$ cat src/common/cupc_pkg.sv
// constants, types and structs of the configuration unit pin control block
package cupc_pkg;
    // ----------------------------------------
    // register map
    // ----------------------------------------
    localparam logic [7:0] CUPC_ADDR_CTRL = 8'h00;
    localparam logic [7:0] CUPC_ADDR_DATA = 8'h04;
    localparam logic [7:0] CUPC_ADDR_CHECK = 8'h08;
    localparam logic [7:0] CUPC_ADDR_STATUS = 8'h0C;
    localparam int CUPC_CTRL_START_FULL = 0;
    localparam int CUPC_CTRL_START_PART = 1;
    localparam int CUPC_CTRL_FINISH = 2;
    localparam int CUPC_ST_READY = 0;
    localparam int CUPC_ST_DONE = 1;
    localparam int CUPC_ST_PART_HOLD = 2;
    localparam int CUPC_ST_USER = 3;
    localparam int CUPC_ST_ERR_LSB = 4;
    localparam int CUPC_ST_MODE_LSB = 8;
    localparam int CUPC_ST_STRAP_LSB = 12;
    localparam int CUPC_ST_LOADING = 15;
    localparam int CUPC_ERR_CRC = 0;
    localparam int CUPC_ERR_OVERFLOW = 1;
    localparam int CUPC_ERR_SEQUENCE = 2;
    // ----------------------------------------
    // test port and mode codes
    // ----------------------------------------
    localparam int CUPC_TCK_MAX_MHZ = 50;
    localparam logic [3:0] CUPC_IR_IDCODE = 4'h1;
    localparam logic [3:0] CUPC_IR_CFG_IN = 4'h2;
    localparam logic [3:0] CUPC_IR_BYPASS = 4'hF;
    localparam logic [3:0] CUPC_IR_CAPTURE = 4'h1;
    localparam logic [3:0] CUPC_MODE_JTAG = 4'h0;
    localparam logic [31:0] CUPC_RST_CHECKSUM = 32'h0000_0000;
    // ----------------------------------------
    // types
    // ----------------------------------------
    typedef enum logic [15:0] {
        CUPC_TLR = 16'h0001, CUPC_RTI = 16'h0002, CUPC_SEL_DR = 16'h0004, CUPC_CAP_DR = 16'h0008,
        CUPC_SHIFT_DR = 16'h0010, CUPC_EXIT1_DR = 16'h0020, CUPC_PAUSE_DR = 16'h0040,
        CUPC_EXIT2_DR = 16'h0080, CUPC_UPD_DR = 16'h0100, CUPC_SEL_IR = 16'h0200,
        CUPC_CAP_IR = 16'h0400, CUPC_SHIFT_IR = 16'h0800, CUPC_EXIT1_IR = 16'h1000,
        CUPC_PAUSE_IR = 16'h2000, CUPC_EXIT2_IR = 16'h4000, CUPC_UPD_IR = 16'h8000
    } cupc_tap_e;
    typedef enum logic [6:0] {
        CUPC_INIT = 7'h01, CUPC_CLEAR = 7'h02, CUPC_READY = 7'h04, CUPC_LOAD = 7'h08,
        CUPC_DONE = 7'h10, CUPC_USER = 7'h20, CUPC_ERROR = 7'h40
    } cupc_cfg_e;
    typedef struct packed {
        logic tck;
        logic tms;
        logic tdi;
        logic trst_n;
    } cupc_jtag_s;
    typedef struct packed {
        logic tdo_in;
        logic tdo_out;
        logic tdo_oe;
    } cupc_tdo_s;
endpackage : cupc_pkg

$ cat src/logic/cupc_top.sv
// configuration unit pin control: test port, loader, status pins and register slave
//
// Chosen here: the placing of the registers and register access over APB.
`timescale 1ns/10ps
module cupc_top #(
    parameter int MEM_DEPTH = 8,
    parameter logic [31:0] IDCODE_VALUE = 32'h1234_5001  // arbitrary value
) (
    input wire logic pclk,
    input wire logic presetn,
    input wire logic psel,
    input wire logic penable,
    input wire logic pwrite,
    input wire logic [7:0] paddr,
    input wire logic [31:0] pwdata,
    output logic [31:0] prdata,
    output logic pready,
    output logic pslverr,
    input wire cupc_pkg::cupc_jtag_s jtag_pins,
    output logic tdo_out,
    output logic tdo_oe,
    input wire cupc_pkg::cupc_jtag_s xcvr_unused_in,
    output cupc_pkg::cupc_jtag_s xcvr_jtag,
    input wire logic xcvr_tdo,
    input wire logic xcvr_tdo_oe,
    input wire logic host_clk,
    input wire logic cfg_clock_select,
    input wire logic clear_skip_in,
    input wire logic [3:0] load_mode_select,
    input wire logic [2:0] test_strap,
    input wire logic transceiver_jtag_route,
    input wire logic host_select_n,
    input wire logic test_host_select_n,
    input wire logic load_reset_n,
    output logic [2:0] load_error_code,
    input wire logic load_complete_in,
    output logic load_complete_out,
    output logic load_complete_oe,
    input wire logic partial_load_complete_in,
    output logic partial_load_complete_out,
    output logic partial_load_complete_oe,
    input wire logic load_ready_status_in,
    output logic load_ready_status_out,
    output logic load_ready_status_oe,
    output logic user_mode
);
    import cupc_pkg::*;

    if (MEM_DEPTH < 2 || MEM_DEPTH > 256) begin : g_bad_depth
        $error("MEM_DEPTH out of range");
    end

    localparam int IW = $clog2(MEM_DEPTH);

    // ----------------------------------------
    // input synchronisers and edge finding
    // ----------------------------------------
    logic [20:0] sync1;
    logic [20:0] sync2;
    logic tck_q;
    logic hclk_q;
    always_ff @(posedge pclk or negedge presetn) begin
        if (!presetn) begin
            sync1 <= '0;
            sync2 <= '0;
            tck_q <= 1'b0;
            hclk_q <= 1'b0;
        end else begin
            sync1 <= {jtag_pins.tck, jtag_pins.tms, jtag_pins.tdi, jtag_pins.trst_n, host_clk,
                      cfg_clock_select, clear_skip_in, transceiver_jtag_route, host_select_n,
                      test_host_select_n, load_complete_in, partial_load_complete_in,
                      xcvr_tdo, xcvr_tdo_oe, load_mode_select, test_strap};
            sync2 <= sync1;
            tck_q <= sync2[20];
            hclk_q <= sync2[16];
        end
    end
    logic s_tck, s_tms, s_tdi, s_trst_n, s_hclk, s_clk_sel, s_skip, s_route;
    logic s_hsel_n, s_thsel_n, s_done_in, s_part_in, s_xtdo, s_xtdo_oe;
    logic [3:0] s_mode;
    logic [2:0] s_strap;
    assign {s_tck, s_tms, s_tdi, s_trst_n, s_hclk, s_clk_sel, s_skip, s_route, s_hsel_n, s_thsel_n,
            s_done_in, s_part_in, s_xtdo, s_xtdo_oe, s_mode, s_strap} = sync2;
    logic tck_rise;
    logic tck_fall;
    logic cfg_tick;
    assign tck_rise = s_tck & ~tck_q;
    assign tck_fall = ~s_tck & tck_q;
    assign cfg_tick = s_clk_sel ? (s_hclk & ~hclk_q) : tck_rise;

    // ----------------------------------------
    // test access port controller
    // ----------------------------------------
    function automatic cupc_tap_e tap_next(input cupc_tap_e st, input logic tms);
        case (st)
            CUPC_TLR: tap_next = tms ? CUPC_TLR : CUPC_RTI;
            CUPC_RTI: tap_next = tms ? CUPC_SEL_DR : CUPC_RTI;
            CUPC_SEL_DR: tap_next = tms ? CUPC_SEL_IR : CUPC_CAP_DR;
            CUPC_CAP_DR: tap_next = tms ? CUPC_EXIT1_DR : CUPC_SHIFT_DR;
            CUPC_SHIFT_DR: tap_next = tms ? CUPC_EXIT1_DR : CUPC_SHIFT_DR;
            CUPC_EXIT1_DR: tap_next = tms ? CUPC_UPD_DR : CUPC_PAUSE_DR;
            CUPC_PAUSE_DR: tap_next = tms ? CUPC_EXIT2_DR : CUPC_PAUSE_DR;
            CUPC_EXIT2_DR: tap_next = tms ? CUPC_UPD_DR : CUPC_SHIFT_DR;
            CUPC_UPD_DR: tap_next = tms ? CUPC_SEL_DR : CUPC_RTI;
            CUPC_SEL_IR: tap_next = tms ? CUPC_TLR : CUPC_CAP_IR;
            CUPC_CAP_IR: tap_next = tms ? CUPC_EXIT1_IR : CUPC_SHIFT_IR;
            CUPC_SHIFT_IR: tap_next = tms ? CUPC_EXIT1_IR : CUPC_SHIFT_IR;
            CUPC_EXIT1_IR: tap_next = tms ? CUPC_UPD_IR : CUPC_PAUSE_IR;
            CUPC_PAUSE_IR: tap_next = tms ? CUPC_EXIT2_IR : CUPC_PAUSE_IR;
            CUPC_EXIT2_IR: tap_next = tms ? CUPC_UPD_IR : CUPC_SHIFT_IR;
            CUPC_UPD_IR: tap_next = tms ? CUPC_SEL_DR : CUPC_RTI;
            default: tap_next = CUPC_TLR;
        endcase
    endfunction : tap_next

    cupc_tap_e tap;
    logic [3:0] ir;
    logic [3:0] ir_shift;
    logic [31:0] dr_shift;
    logic jtag_word_valid;
    logic [31:0] jtag_word;
    logic tap_hold;
    assign tap_hold = ~s_trst_n | s_route;

    always_ff @(posedge pclk or negedge presetn) begin
        if (!presetn) begin
            tap <= CUPC_TLR;
        end else if (tap_hold) begin
            tap <= CUPC_TLR;
        end else if (tck_rise) begin
            tap <= tap_next(tap, s_tms);
        end
    end

    always_ff @(posedge pclk or negedge presetn) begin
        if (!presetn) begin
            ir <= CUPC_IR_IDCODE;
            ir_shift <= '0;
            dr_shift <= '0;
            jtag_word_valid <= 1'b0;
            jtag_word <= '0;
        end else begin
            jtag_word_valid <= 1'b0;
            if (tap_hold || (tck_rise && tap == CUPC_TLR)) begin
                ir <= CUPC_IR_IDCODE;
            end else if (tck_rise) begin
                case (tap)
                    CUPC_CAP_IR: ir_shift <= CUPC_IR_CAPTURE;
                    CUPC_SHIFT_IR: ir_shift <= {s_tdi, ir_shift[3:1]};
                    CUPC_UPD_IR: ir <= ir_shift;
                    CUPC_CAP_DR: dr_shift <= (ir == CUPC_IR_IDCODE) ? IDCODE_VALUE : '0;
                    CUPC_SHIFT_DR: begin
                        if (ir == CUPC_IR_IDCODE || ir == CUPC_IR_CFG_IN) begin
                            dr_shift <= {s_tdi, dr_shift[31:1]};
                        end else begin
                            dr_shift[0] <= s_tdi;
                        end
                    end
                    CUPC_UPD_DR: begin
                        if (ir == CUPC_IR_CFG_IN) begin
                            jtag_word_valid <= 1'b1;
                            jtag_word <= dr_shift;
                        end
                    end
                    default: ;
                endcase
            end
        end
    end

    // test data output, moved on falling test clock edges, or copied from the transceiver every cycle when routed
    always_ff @(posedge pclk or negedge presetn) begin
        if (!presetn) begin
            tdo_out <= 1'b0;
            tdo_oe <= 1'b0;
        end else if (s_route) begin
            tdo_out <= s_xtdo;
            tdo_oe <= s_xtdo_oe;
        end else if (!s_trst_n) begin
            tdo_oe <= 1'b0;
        end else if (tck_fall) begin
            tdo_out <= (tap == CUPC_SHIFT_IR) ? ir_shift[0] : dr_shift[0];
            tdo_oe <= (tap == CUPC_SHIFT_IR) || (tap == CUPC_SHIFT_DR);
        end
    end

    // transceiver test controller path
    always_ff @(posedge pclk or negedge presetn) begin
        if (!presetn) begin
            xcvr_jtag <= '{tck: 1'b0, tms: 1'b1, tdi: 1'b0, trst_n: 1'b0};
        end else if (s_route) begin
            xcvr_jtag <= '{tck: s_tck, tms: s_tms, tdi: s_tdi, trst_n: s_trst_n};
        end else begin
            xcvr_jtag <= '{tck: 1'b0, tms: 1'b1, tdi: 1'b0, trst_n: 1'b0};
        end
    end

    // ----------------------------------------
    // configuration reset
    // ----------------------------------------
    logic cfg_arst_n;
    logic [1:0] cfg_rst_sync;
    logic cfg_rst_n;
    assign cfg_arst_n = presetn & load_reset_n;
    assign cfg_rst_n = cfg_rst_sync[1];
    always_ff @(posedge pclk or negedge cfg_arst_n) begin
        if (!cfg_arst_n) begin
            cfg_rst_sync <= 2'b00;
        end else begin
            cfg_rst_sync <= {cfg_rst_sync[0], 1'b1};
        end
    end

    // ----------------------------------------
    // register slave
    // ----------------------------------------
    logic acc_wr;
    logic wr_ctrl;
    logic wr_data;
    logic wr_check;
    logic [31:0] status_word;
    logic [31:0] next_prdata;
    logic next_pslverr;
    assign acc_wr = psel & penable & pready & pwrite;
    assign wr_ctrl = acc_wr && paddr == CUPC_ADDR_CTRL;
    assign wr_data = acc_wr && paddr == CUPC_ADDR_DATA;
    assign wr_check = acc_wr && paddr == CUPC_ADDR_CHECK;

    always_comb begin
        next_prdata = '0;
        next_pslverr = 1'b0;
        if (paddr == CUPC_ADDR_STATUS) begin
            next_prdata = pwrite ? '0 : status_word;
            next_pslverr = pwrite;
        end else if (paddr == CUPC_ADDR_CTRL || paddr == CUPC_ADDR_DATA || paddr == CUPC_ADDR_CHECK) begin
            next_pslverr = 1'b0;
        end else begin
            next_pslverr = 1'b1;
        end
    end

    always_ff @(posedge pclk or negedge presetn) begin
        if (!presetn) begin
            pready <= 1'b0;
            prdata <= '0;
            pslverr <= 1'b0;
        end else begin
            pready <= psel & ~penable;
            prdata <= (psel & ~penable) ? next_prdata : '0;
            pslverr <= (psel & ~penable) ? next_pslverr : 1'b0;
        end
    end

    // ----------------------------------------
    // configuration unit
    // ----------------------------------------
    cupc_cfg_e cfg;
    logic [3:0] mode;
    logic [2:0] strap;
    logic partial_mode;
    logic [IW:0] word_count;
    logic [IW-1:0] clear_idx;
    logic [31:0] checksum;
    logic [31:0] expect_sum;
    logic [31:0] mem [MEM_DEPTH];
    logic host_sel_n;
    logic word_in;
    logic [31:0] word_val;
    logic finish;
    logic sum_ok;

    assign host_sel_n = strap[0] ? s_thsel_n : s_hsel_n;
    assign word_in = (cfg == CUPC_LOAD) && ((mode == CUPC_MODE_JTAG) ? jtag_word_valid
                                                                      : (wr_data && !host_sel_n));
    assign word_val = (mode == CUPC_MODE_JTAG) ? jtag_word : pwdata;
    assign finish = wr_ctrl && pwdata[CUPC_CTRL_FINISH] && cfg == CUPC_LOAD;
    assign sum_ok = checksum == expect_sum;

    always_ff @(posedge pclk or negedge cfg_rst_n) begin
        if (!cfg_rst_n) begin
            cfg <= CUPC_INIT;
            mode <= '0;
            strap <= '0;
            partial_mode <= 1'b0;
            word_count <= '0;
            clear_idx <= '0;
            checksum <= CUPC_RST_CHECKSUM;
            expect_sum <= CUPC_RST_CHECKSUM;
            load_error_code <= '0;
            load_complete_oe <= 1'b1;
            partial_load_complete_oe <= 1'b0;
            load_ready_status_oe <= 1'b1;
            user_mode <= 1'b0;
        end else begin
            if (wr_check) begin
                expect_sum <= pwdata;
            end
            case (cfg)
                CUPC_INIT: begin
                    mode <= s_mode;
                    strap <= s_strap;
                    clear_idx <= '0;
                    cfg <= s_skip ? CUPC_READY : CUPC_CLEAR;
                end
                CUPC_CLEAR: begin
                    if (cfg_tick) begin
                        clear_idx <= clear_idx + 1'b1;
                        if (clear_idx == IW'(MEM_DEPTH - 1)) begin
                            cfg <= CUPC_READY;
                        end
                    end
                end
                CUPC_READY, CUPC_DONE, CUPC_USER: begin
                    load_ready_status_oe <= 1'b0;
                    if (cfg == CUPC_DONE && cfg_tick && s_done_in && s_part_in) begin
                        cfg <= CUPC_USER;
                        user_mode <= 1'b1;
                    end
                    if (wr_ctrl && pwdata[CUPC_CTRL_START_FULL] && cfg == CUPC_READY) begin
                        cfg <= CUPC_LOAD;
                        partial_mode <= 1'b0;
                        word_count <= '0;
                        checksum <= CUPC_RST_CHECKSUM;
                    end else if (wr_ctrl && pwdata[CUPC_CTRL_START_PART] && cfg != CUPC_READY) begin
                        cfg <= CUPC_LOAD;
                        partial_mode <= 1'b1;
                        partial_load_complete_oe <= 1'b1;
                        word_count <= '0;
                        checksum <= CUPC_RST_CHECKSUM;
                    end
                end
                CUPC_LOAD: begin
                    if (word_in) begin
                        if (word_count == (IW+1)'(MEM_DEPTH)) begin
                            load_error_code[CUPC_ERR_OVERFLOW] <= 1'b1;
                            cfg <= CUPC_ERROR;
                        end else begin
                            word_count <= word_count + 1'b1;
                            checksum <= {checksum[30:0], checksum[31]} ^ word_val;
                        end
                    end else if (finish) begin
                        if (word_count == '0) begin
                            load_error_code[CUPC_ERR_SEQUENCE] <= 1'b1;
                            cfg <= CUPC_ERROR;
                        end else if (!sum_ok) begin
                            load_error_code[CUPC_ERR_CRC] <= 1'b1;
                            load_ready_status_oe <= 1'b1;
                            cfg <= CUPC_ERROR;
                        end else begin
                            cfg <= CUPC_DONE;
                            if (partial_mode) begin
                                partial_load_complete_oe <= 1'b0;
                            end else begin
                                load_complete_oe <= 1'b0;
                            end
                        end
                    end
                end
                CUPC_ERROR: begin
                    cfg <= CUPC_ERROR;
                    user_mode <= 1'b0;
                end
                default: cfg <= CUPC_INIT;
            endcase
        end
    end

    // configuration memory, cleared by reset and by the clearing step
    always_ff @(posedge pclk or negedge cfg_rst_n) begin
        if (!cfg_rst_n) begin
            for (int i = 0; i < MEM_DEPTH; i++) begin
                mem[i] <= '0;
            end
        end else if (cfg == CUPC_CLEAR && cfg_tick) begin
            mem[clear_idx] <= '0;
        end else if (word_in && word_count < (IW+1)'(MEM_DEPTH)) begin
            mem[word_count[IW-1:0]] <= word_val;
        end
    end

    // open-drain lines drive low only
    always_ff @(posedge pclk or negedge presetn) begin
        if (!presetn) begin
            load_complete_out <= 1'b0;
            partial_load_complete_out <= 1'b0;
            load_ready_status_out <= 1'b0;
        end else begin
            load_complete_out <= 1'b0;
            partial_load_complete_out <= 1'b0;
            load_ready_status_out <= 1'b0;
        end
    end

    always_comb begin
        status_word = '0;
        status_word[CUPC_ST_READY] = ~load_ready_status_oe;
        status_word[CUPC_ST_DONE] = ~load_complete_oe;
        status_word[CUPC_ST_PART_HOLD] = partial_load_complete_oe;
        status_word[CUPC_ST_USER] = user_mode;
        status_word[CUPC_ST_ERR_LSB +: 3] = load_error_code;
        status_word[CUPC_ST_MODE_LSB +: 4] = mode;
        status_word[CUPC_ST_STRAP_LSB +: 3] = strap;
        status_word[CUPC_ST_LOADING] = cfg == CUPC_LOAD;
    end
endmodule : cupc_top

$ cat config.mk
export PLATFORM = sky130hd
export DESIGN_NAME = cupc_top
export DESIGN_NICKNAME = d
export VERILOG_FILES = /design/src/common/cupc_pkg.sv /design/src/logic/cupc_top.sv
export SDC_FILE = /design/constraint.sdc
export NUM_CORES = 1
export LEC_CHECK = 0
export BUFFER_PORTS_ARGS = -buffer_cell sky130_fd_sc_hd__clkbuf_2
export CAP_MARGIN = 25
export CORE_ASPECT_RATIO = 0.7
export CORE_MARGIN = 2
export CORE_UTILIZATION = 55
export CTS_CLUSTER_DIAMETER = 120
export DETAILED_ROUTE_END_ITERATION = 8
export MAX_ROUTING_LAYER = met4
export PLACE_DENSITY = 0.75
export SLEW_MARGIN = 20
export SYNTH_ARGS = -nofsm -noshare
export SYNTH_HDL_FRONTEND = slang
export SYNTH_SLANG_ARGS = --single-unit
$ cat constraint.sdc
create_clock -name pclk -period 5.7 [get_ports pclk]
set_input_delay 0.285 -clock pclk [delete_from_list [all_inputs] [get_ports pclk]]
set_output_delay 0.285 -clock pclk [all_outputs]
set_load 0.005 [all_outputs]
==> results.py, run 1 <==
metrics = {
    "place": {
        "port_buffers": 96,
        "gp_congestion": 0.9307,
        "post-dp-hpwl_um": 16470,
    },
    "floorplan": {
        "num_io_pins": 122,
        "fp.dieH_um": 124.3,
        "die_area_mm2": 0.02188,
        "initial_utilization": 0.5671,
        "coreArea_mm2": 0.02007,
        "num_rows": 43,
        "dieWidth_um": 175.9,
    },
    "route": {
        "wl_per_cell_um": 18.12,
        "via_count": 7508,
        "drt_first_pass_iters": 5,
        "routed_via_density": 5.582,
        "remaining_drc_errors": 0,
        "drtIter0Drc": 645,
        "drt_wl_total_um": 24380,
        "postRouteAntennaNets": 0,
    },
    "power_and_ir_drop": {
        "p_leak_nw": 6.534,
        "fin_total_pwr_w": 0.004058,
        "vdd_drop_max_v": 0.0002456,
        "power.density_mw_per_mm2": 309.6,
    },
    "setup_path": {
        "critPathMaxFanout": 31,
        "critical_path.cell_chain": "nor4_1 -> nand2_1 -> o31ai_4 -> o21bai_4 -> buf_4 -> mux2_2",
        "critPathKind": "reg2reg",
        "r2r-start": "tap[5]$_DFFE_PN0P_",
        "worstPathArrival_ps": 3690,
        "required_ps": 6100,
        "reg2reg_slack_ps": 2410,
        "r2r_end": "dr_shift[14]$_DFFE_PN0P_",
        "critPathLaunchType": "flop",
        "reg2reg_depth": 6,
        "critPathMaxStageDelay_ps": 700,
        "cp_slowest_cell": "nor4_1",
        "end_kind": "flop",
    },
    "grt": {
        "grt_start_max_net_pins": 90,
        "grt-ovfl-total": 0,
        "antenna_found_initial": 0,
        "grt_usage": 0.2319,
        "grt_pass1_wl_um": 39070,
        "grt_pass1_vias": 7146,
    },
    "logic_synthesis": {
        "synth_seq_area_share": 0.5526,
        "synth.top_cell.area_share": 0.5388,
        "avgSynthCellArea_um2": 12.02,
        "syn-cell-area_mm2": 0.01138,
        "ys_ff_latch": 251,
        "synth-xor-area-share": 0.05618,
        "synthTopCellsByArea": "dfrtp_1 54%, mux2i_1 7.4%, xor2_1 5.2%",
        "muxShareOfSynthArea": 0.1646,
        "ys_top_cells_by_count": "245 x dfrtp_1, 85 x nand2_1, 84 x mux2i_1",
        "ys_types": 65,
        "synth-async-reset-ratio": 1.000,
        "synth.most_common_cell": "dfrtp_1",
        "synth_area_leader_cell": "dfrtp_1",
        "synth_top_family_by_area": "multiplexers",
        "synth-edff-count": 0,
        "synthAdderAreaFrac": 0.004398,
        "synth_warnings": 0,
        "synth-compound-area-share": 0.05651,
        "synth_ff_type": "dfrtp_1",
        "synthSimpleGateAreaFrac": 0.1201,
        "syn_inst": 947,
    },
    "timing": {
        "finalSetupViolCount": 0,
        "fin_skew_ps": 16.25,
        "worst_slew_pin_slew_ps": 909.0,
        "rsz0062_at_grt": "no",
        "timing.final.crit_share": 0.5764,
        "fmax_ghz": 0.3044,
        "hold_viol": 0,
        "finalSetupTns_ps": 0,
        "post-route-min-period_ps": 3285,
        "relSlewSlack": 0.3940,
        "maxSlewViolCount": 0,
    },
    "min_path": {
        "min_to": "expect_sum[26]$_DFFE_PN0P_",
        "worstHoldStart": "pwdata[26]",
        "hold_path_class": "in2reg",
        "hold-path-cell-count": 2,
    },
    "clock_tree": {
        "cts_buffers": 24,
        "cts_hold_buf": 23,
        "root_buffer": "clkbuf_16",
        "cts.sinks": 251,
        "htreeDepth": 1,
        "cts_resized": 0,
        "cts_buffer_depth": 3,
        "clk-insertion-delay-late_ps": 520,
        "post_cts_buffers": 0,
        "clk_pin_slew_ps": 70,
        "cts_tree": "done",
    },
    "layout": {
        "utilization": 0.6532,
        "nNetsFinal": 1134,
        "drive_gt1_frac": 0.2112,
        "diodes": 0,
        "synthToLayoutAreaGrowth_pct": 15.18,
    },
    "outcome": {
        "status": "complete, no violations",
    },
    "run": {
        "maxCapViolations": 0,
    },
}
## through the flow
step | instances | cell area (um^2) | setup WS (ps) | hold WS, ps
floorplan | 966 | 11450 | 2863 | -10.59
global placement | 1278 | 12000 | 2570 | 176.8
CTS | 1344 | 13080 | 2495 | 2.322
detailed placement | 1278 | 12000 | 2505 | 193.1
global route | 1345 | 13110 | 2174 | 9.263
finish | 1345 | 13110 | 2415 | 12.70
## how the worst max path moves through the flow
stage               slack [ps]  cells past startpoint                 startpoint                       end
floorplan                 2860                      0  cfg_rst_sync[1]$_DFF_PN0_        cfg[1]$_DFFE_PN0P_
finish                    2410                      6         tap[5]$_DFFE_PN0P_  dr_shift[14]$_DFFE_PN0P_
global placement          2570                      6         tap[5]$_DFFE_PN0P_  dr_shift[14]$_DFFE_PN0P_
detailed placement        2500                      6         tap[5]$_DFFE_PN0P_  dr_shift[14]$_DFFE_PN0P_
CTS                       2500                      6         tap[5]$_DFFE_PN0P_  dr_shift[14]$_DFFE_PN0P_
global route              2170                      6         tap[5]$_DFFE_PN0P_  dr_shift[14]$_DFFE_PN0P_
## layout make-up
class                   instances  area (um^2)
clock inverters                 9        131.4
fillers                      1514         6960
repair buffers                130        819.5
clock buffers                  34        719.4
flip-flops and latches        251         6292
multi-input cells             618         4683
inverters                      33        123.9
well taps                     270        337.8
## cell families after synthesis
kind of cell             after synthesis
AND/OR/NAND/NOR                      256
flip-flops                           251
buffers and inverters                 97
XOR/XNOR                              73
adder cells (fa/ha/maj)                4
other                                  2
AO/OA/AOI/OAI                         93
multiplexers                         171
## power breakdown
part	leakage, nW	switching, W	total (W)	internal (W)
sequential	3.35	0.0000564	0.00191	0.00185
clock	0.422	0.000681	0.00170	0.00102
combinational	2.77	0.000255	0.000449	0.000194
## sequential cells by signal, summed over array words and instances, names as in the netlist, 15 cells and up
signal	count
tap	16
sync1	21
checksum	32
prdata	15
sync2	21
jtag_word	32
dr_shift	32
expect_sum	32
## worst max-delay path, delay by kind of cell, from the launching register on
kind                   cells  cell delay (ps)
AND/OR/NAND/NOR            2             1050
AO/OA/AOI/OAI              2              760
buffers and inverters      1              480
multiplexers               1              390
flip-flops                 1              480
## placed cells by master, fill, tap and decap left out, types with 5 or more instances in the layout
cell type      synthesis  routed
mux2_1                30      30
buf_4                 25      10
nor3_1                 8       8
clkbuf_8               0       6
nor2_1                39      39
and4_1                 5       5
or4_1                  7       7
a21o_1                 8       8
dfrtp_1              245     244
xnor2_1                6       6
a21oi_1                9       9
nor4b_1                5       5
dfstp_2                6       6
mux2_2                43      43
nor4_1                24      21
a22o_1                 7       7
o21ai_0               30      30
nor2b_1                6       6
nand2b_1               7       7
nand3_1                9       9
o31ai_1                7       7
and3_1                 6       5
xor2_1                67      67
nand4_1               13      13
and2_1                20      20
mux2_4                14      14
clkbuf_2               0      95
inv_1                 33      33
nand2_1               85      85
clkbuf_16              0      25
mux2i_1               84      84
conb_1                 2      21
dlygate4sd3_1          0      23
## routing by layer
metal | track usage | vias to the layer above | share of wire
met5 | - | - | 0
met4 | 0.04716 | 0 | 0.015
met3 | 0.03694 | 27 | 0.058
met2 | 0.3059 | 226 | 0.41
met1 | 0.3749 | 3776 | 0.51
li1 | - | 3479 | -
No activity file was read; power rests on OpenSTA's default activity.
==> run 2: changes to the inputs <==
--- a/config.mk
+++ b/config.mk
@@ -9,11 +9,11 @@
 export CAP_MARGIN = 25
 export CORE_ASPECT_RATIO = 0.7
 export CORE_MARGIN = 2
-export CORE_UTILIZATION = 55
+export CORE_UTILIZATION = 53
 export CTS_CLUSTER_DIAMETER = 120
 export DETAILED_ROUTE_END_ITERATION = 8
 export MAX_ROUTING_LAYER = met4
-export PLACE_DENSITY = 0.75
+export PLACE_DENSITY = 0.76
 export SLEW_MARGIN = 20
 export SYNTH_ARGS = -nofsm -noshare
 export SYNTH_HDL_FRONTEND = slang
==> constraint.sdc (replaced) <==
create_clock -name pclk -period 2.8 [get_ports pclk]
set_input_delay 0.14 -clock pclk [delete_from_list [all_inputs] [get_ports pclk]]
set_output_delay 0.14 -clock pclk [all_outputs]
set_load 0.005 [all_outputs]
==> results.py, run 2 (synthesized netlist as in run 1, its figures left out) <==
metrics = {
    "clock_tree": {
        "cts_buffer_depth": 3,
        "cts_tree": "done",
        "cts_hold_buf": 60,
        "htreeDepth": 1,
        "root_buffer": "clkbuf_16",
        "cts.sinks": 251,
        "clk-insertion-delay-late_ps": 530,
        "cts_buffers": 24,
        "post_cts_buffers": 0,
        "clk_pin_slew_ps": 60,
        "cts_resized": 0,
    },
    "floorplan": {
        "die_area_mm2": 0.02268,
        "dieWidth_um": 179.1,
        "num_rows": 44,
        "initial_utilization": 0.5440,
        "fp.dieH_um": 126.6,
        "coreArea_mm2": 0.02092,
        "num_io_pins": 122,
    },
    "layout": {
        "layout_common_cells": "244 x dfrtp_1, 95 x clkbuf_2, 85 x nand2_1",
        "synthToLayoutAreaGrowth_pct": 20.32,
        "diodes": 0,
        "utilization": 0.6545,
        "nNetsFinal": 1193,
        "final_common_cell": "dfrtp_1",
        "drive_gt1_frac": 0.2203,
        "stdcell_count": 1411,
    },
    "setup_path": {
        "critPathKind": "reg2reg",
        "reg2reg_slack_ps": 200,
        "r2r_end": "jtag_word[6]$_DFFE_PN0P_",
        "required_ps": 3190,
        "critPathLaunchType": "flop",
        "worstPathArrival_ps": 2990,
        "critPathMaxFanout": 32,
        "r2r-start": "tap[12]$_DFFE_PN0P_",
        "reg2reg_depth": 6,
        "end_kind": "flop",
    },
    "timing": {
        "fin_skew_ps": 22.34,
        "maxSlewViolCount": 0,
        "worst_slew_pin_slew_ps": 888.9,
        "post-route-min-period_ps": 2597,
        "rsz0062_at_grt": "no",
        "finalSetupViolCount": 0,
        "fmax_ghz": 0.3851,
        "fin_worst_hold_slack_ps": 39.02,
        "finalSetupTns_ps": 0,
        "hold_viol": 0,
        "relSlewSlack": 0.4012,
        "timing.final.crit_share": 0.9275,
        "fin_ws_ps": 203.1,
    },
    "place": {
        "numPlacedInstances": 1307,
        "pre_cts_ws_ps": 233.0,
        "post-dp-hpwl_um": 17700,
        "port_buffers": 96,
        "gp_congestion": 0.9338,
    },
    "outcome": {
        "status": "complete, no violations",
    },
    "power_and_ir_drop": {
        "power.density_mw_per_mm2": 608.1,
        "vdd_drop_max_v": 0.0006657,
        "p_leak_nw": 6.816,
    },
    "route": {
        "drt_wl_total_um": 25760,
        "remaining_drc_errors": 0,
        "via_count": 7845,
        "wl_per_cell_um": 18.26,
        "postRouteAntennaNets": 0,
        "drtIter0Drc": 662,
        "routed_via_density": 5.560,
        "drt_first_pass_iters": 5,
    },
    "grt": {
        "grt_usage": 0.2406,
        "grt_pass1_wl_um": 41450,
        "grt_start_max_net_pins": 83,
        "antenna_found_initial": 0,
        "grt_pass1_vias": 7723,
        "grt-ovfl-total": 0,
    },
    "run": {
        "maxCapViolations": 0,
    },
    "min_path": {
        "hold_path_class": "in2async",
    },
}
run 2: area by class of cell:
cell class / count / area (um^2)
Clock inverter: 12 / 152.6
Clock buffer: 32 / 690.7
Tap cell: 276 / 345.3
Fill cell: 1583 / 7228
Inverter: 33 / 123.9
Multi-Input combinational cell: 618 / 4677
Timing Repair Buffer: 189 / 1410
Sequential cell: 251 / 6292
run 2: per-layer routing:
metal / track usage / part of all wire
met3: 0.02848 / 0.060
met4: 0.04744 / 0.017
met1: 0.3727 / 0.49
met2: 0.3441 / 0.43
met5: - / 0
run 2: metrics by stage:
stage | area, um^2 | power [W]
floorplan | 11450 | 0.004555
global placement | 12250 | 0.004857
detailed placement | 12250 | 0.004888
CTS | 13690 | 0.008368
global route | 13690 | 0.008658
finish | 13690 | 0.008326
run 2: worst max-delay path by stage:
stage | startpoint | end | depth (start not counted)
3_3_place_gp | tap[12]$_DFFE_PN0P_ | jtag_word[1]$_DFFE_PN0P_ | 6
4_1_cts | tap[12]$_DFFE_PN0P_ | jtag_word[6]$_DFFE_PN0P_ | 6
5_1_grt | tap[12]$_DFFE_PN0P_ | jtag_word[6]$_DFFE_PN0P_ | 6
6_report | tap[12]$_DFFE_PN0P_ | jtag_word[6]$_DFFE_PN0P_ | 6
2_1_floorplan | tap[12]$_DFFE_PN0P_ | jtag_word[10]$_DFFE_PN0P_ | 8
3_5_place_dp | tap[12]$_DFFE_PN0P_ | jtag_word[6]$_DFFE_PN0P_ | 6
run 2: worst max-delay path: stages, from the launching register on:
cell and delay [ps]:
dfrtp_1 460, or3_4 430, or4_4 470, o31ai_4 290
or4_1 200, buf_12 230, mux2_1 360
run 2: power breakdown:
group / switching, W / internal (W)
sequential: 0.000127 / 0.00377
combinational: 0.000550 / 0.000458
clock: 0.00140 / 0.00202
total: 0.00207 / 0.00625
==> run 3: changes to the inputs <==
--- a/config.mk
+++ b/config.mk
@@ -9,11 +9,12 @@
 export CAP_MARGIN = 25
 export CORE_ASPECT_RATIO = 0.7
 export CORE_MARGIN = 2
-export CORE_UTILIZATION = 53
+export CORE_UTILIZATION = 55
 export CTS_CLUSTER_DIAMETER = 120
 export DETAILED_ROUTE_END_ITERATION = 8
 export MAX_ROUTING_LAYER = met4
-export PLACE_DENSITY = 0.76
+export PLACE_DENSITY = 0.75
+export SETUP_SLACK_MARGIN = 0.1
 export SLEW_MARGIN = 20
 export SYNTH_ARGS = -nofsm -noshare
 export SYNTH_HDL_FRONTEND = slang
==> constraint.sdc (replaced) <==
create_clock -name pclk -period 2.4 [get_ports pclk]
set_input_delay 0.12 -clock pclk [delete_from_list [all_inputs] [get_ports pclk]]
set_output_delay 0.12 -clock pclk [all_outputs]
set_load 0.005 [all_outputs]
==> results.py, run 3 (synthesized netlist as in run 1, its figures left out) <==
metrics = {
    "setup_path": {
        "critPathLaunchType": "flop",
        "end_kind": "flop",
        "critPathMaxFanout": 8,
        "startpoint": "tap[13]$_DFFE_PN0P_",
        "required_ps": 2800,
        "r2r-start": "tap[13]$_DFFE_PN0P_",
        "reg2reg_depth": 7,
        "critPathKind": "reg2reg",
        "worstPathArrival_ps": 2770,
        "r2r_end": "jtag_word[28]$_DFFE_PN0P_",
        "reg2reg_slack_ps": 30,
        "setup.worst_path.end": "jtag_word[28]$_DFFE_PN0P_",
    },
    "timing": {
        "fin_skew_ps": 12.94,
        "fmax_ghz": 0.4224,
        "rsz0062_at_grt": "yes",
        "maxSlewViolCount": 0,
        "fin_worst_hold_slack_ps": 55.95,
        "finalSetupViolCount": 0,
        "timing.final.crit_share": 0.9865,
        "post-route-min-period_ps": 2368,
        "worst_slew_pin_slew_ps": 662.9,
        "relSlewSlack": 0.5534,
        "fin_ws_ps": 32.36,
        "hold_viol": 0,
    },
    "place": {
        "port_buffers": 96,
        "place_area_mm2": 0.01252,
        "gp_congestion": 0.9482,
        "pre_cts_ws_ps": -72.67,
        "post-dp-hpwl_um": 18320,
    },
    "power_and_ir_drop": {
        "p_leak_nw": 7.209,
        "power.density_mw_per_mm2": 676.4,
        "fin_total_pwr_w": 0.009743,
        "vdd_drop_max_v": 0.0007768,
    },
    "route": {
        "drt_first_pass_iters": 5,
        "remaining_drc_errors": 0,
        "wl_per_cell_um": 19.24,
        "routed_via_density": 5.598,
        "drtIter0Drc": 726,
        "postRouteAntennaNets": 0,
        "via_count": 8151,
        "drt_wl_total_um": 28020,
    },
    "clock_tree": {
        "clk-insertion-delay-late_ps": 520,
        "cts.sinks": 251,
        "htreeDepth": 1,
        "cts_buffers": 24,
        "clk_pin_slew_ps": 70,
        "root_buffer": "clkbuf_16",
        "cts_buffer_depth": 3,
        "cts_tree": "done",
    },
    "layout": {
        "layout_common_cells": "244 x dfrtp_1, 95 x clkbuf_2, 85 x nand2_1",
        "diodes": 0,
        "drive_gt1_frac": 0.2816,
        "nNetsFinal": 1244,
        "utilization": 0.7178,
        "n_fill_cell": 1355,
        "postLayoutCellArea_mm2": 0.01440,
        "final_common_cell": "dfrtp_1",
        "synthToLayoutAreaGrowth_pct": 26.57,
    },
    "floorplan": {
        "coreArea_mm2": 0.02007,
        "initial_utilization": 0.5671,
        "fp.dieH_um": 124.3,
        "num_rows": 43,
        "num_io_pins": 122,
        "dieWidth_um": 175.9,
        "die_area_mm2": 0.02188,
    },
    "grt": {
        "grt_pass1_wl_um": 43090,
        "grt_start_max_net_pins": 55,
        "grt_pass1_vias": 7959,
        "antenna_found_initial": 0,
        "grt_usage": 0.2575,
        "grt-ovfl-total": 0,
    },
    "run": {
        "maxCapViolations": 0,
    },
    "min_path": {
        "hold_path_class": "in2reg",
    },
    "outcome": {
        "status": "complete, no violations",
    },
}
## run 3: how the worst min path moves through the flow
stage / from / cells past startpoint / end / slack [ps]
finish: paddr[3] / 4 / prdata[1]$_DFF_PN0_ / 60
global route: paddr[3] / 4 / prdata[1]$_DFF_PN0_ / 70
CTS: paddr[3] / 4 / prdata[1]$_DFF_PN0_ / 40
detailed placement: load_reset_n / 2 / cfg_rst_sync[0]$_DFF_PN0_ / 20
global placement: load_reset_n / 2 / cfg_rst_sync[0]$_DFF_PN0_ / 10
floorplan: presetn / 0 / dr_shift[0]$_DFFE_PN0P_ / -180
## run 3: what timing repair did
action                                  4_1_cts  5_1_grt
cloned                                        3        2
pin swaps                                     3        3
gates resized for setup                      12       48
hold buffers                                 61        0
endpoints found under the hold margin       114        0
endpoints found under the setup margin       61       74
buffers inserted                              6        6
## run 3: routing by layer
metal / track usage / routed length, um / share of wire
met1: 0.4001 / 13500 / 0.48
met2: 0.3615 / 12290 / 0.44
met3: 0.04396 / 1891 / 0.067
met4: 0.04084 / 340 / 0.012
met5: - / 0 / 0
## run 3: power by group
part           switching (W)  internal (W)
sequential          0.000134       0.00440
clock                0.00163       0.00239
combinational       0.000638      0.000553
## run 3: layout make-up
class,instances,area [um^2],share of cell area
tap,270,337.8,0.02345
multi-input combinational,618,4853,0.3370
sequential,251,6292,0.4368
clock buffer,36,716.9,0.04977
timing repair buffer,240,1962,0.1362
clock inverter,8,117.6,0.008165
inverter,33,123.9,0.008600
## run 3: worst max-delay path: stages, from the launching register on
cell and delay (ps):
dfrtp_1 390, or3_4 400, buf_4 160, nor2_2 110
nand2_1 90, or4_4 570, clkbuf_16 220, mux2_4 310
## run 3: per-stage QoR
| stage | std cells | TNS [ps] |
|---|---|---|
| after floorplan | 966 | -1980 |
| after global placement | 1334 | -3.683 |
| after detailed placement | 1334 | -345.6 |
| after CTS | 1448 | 0 |
| after global routing | 1456 | -167.5 |
| final | 1456 | 0 |
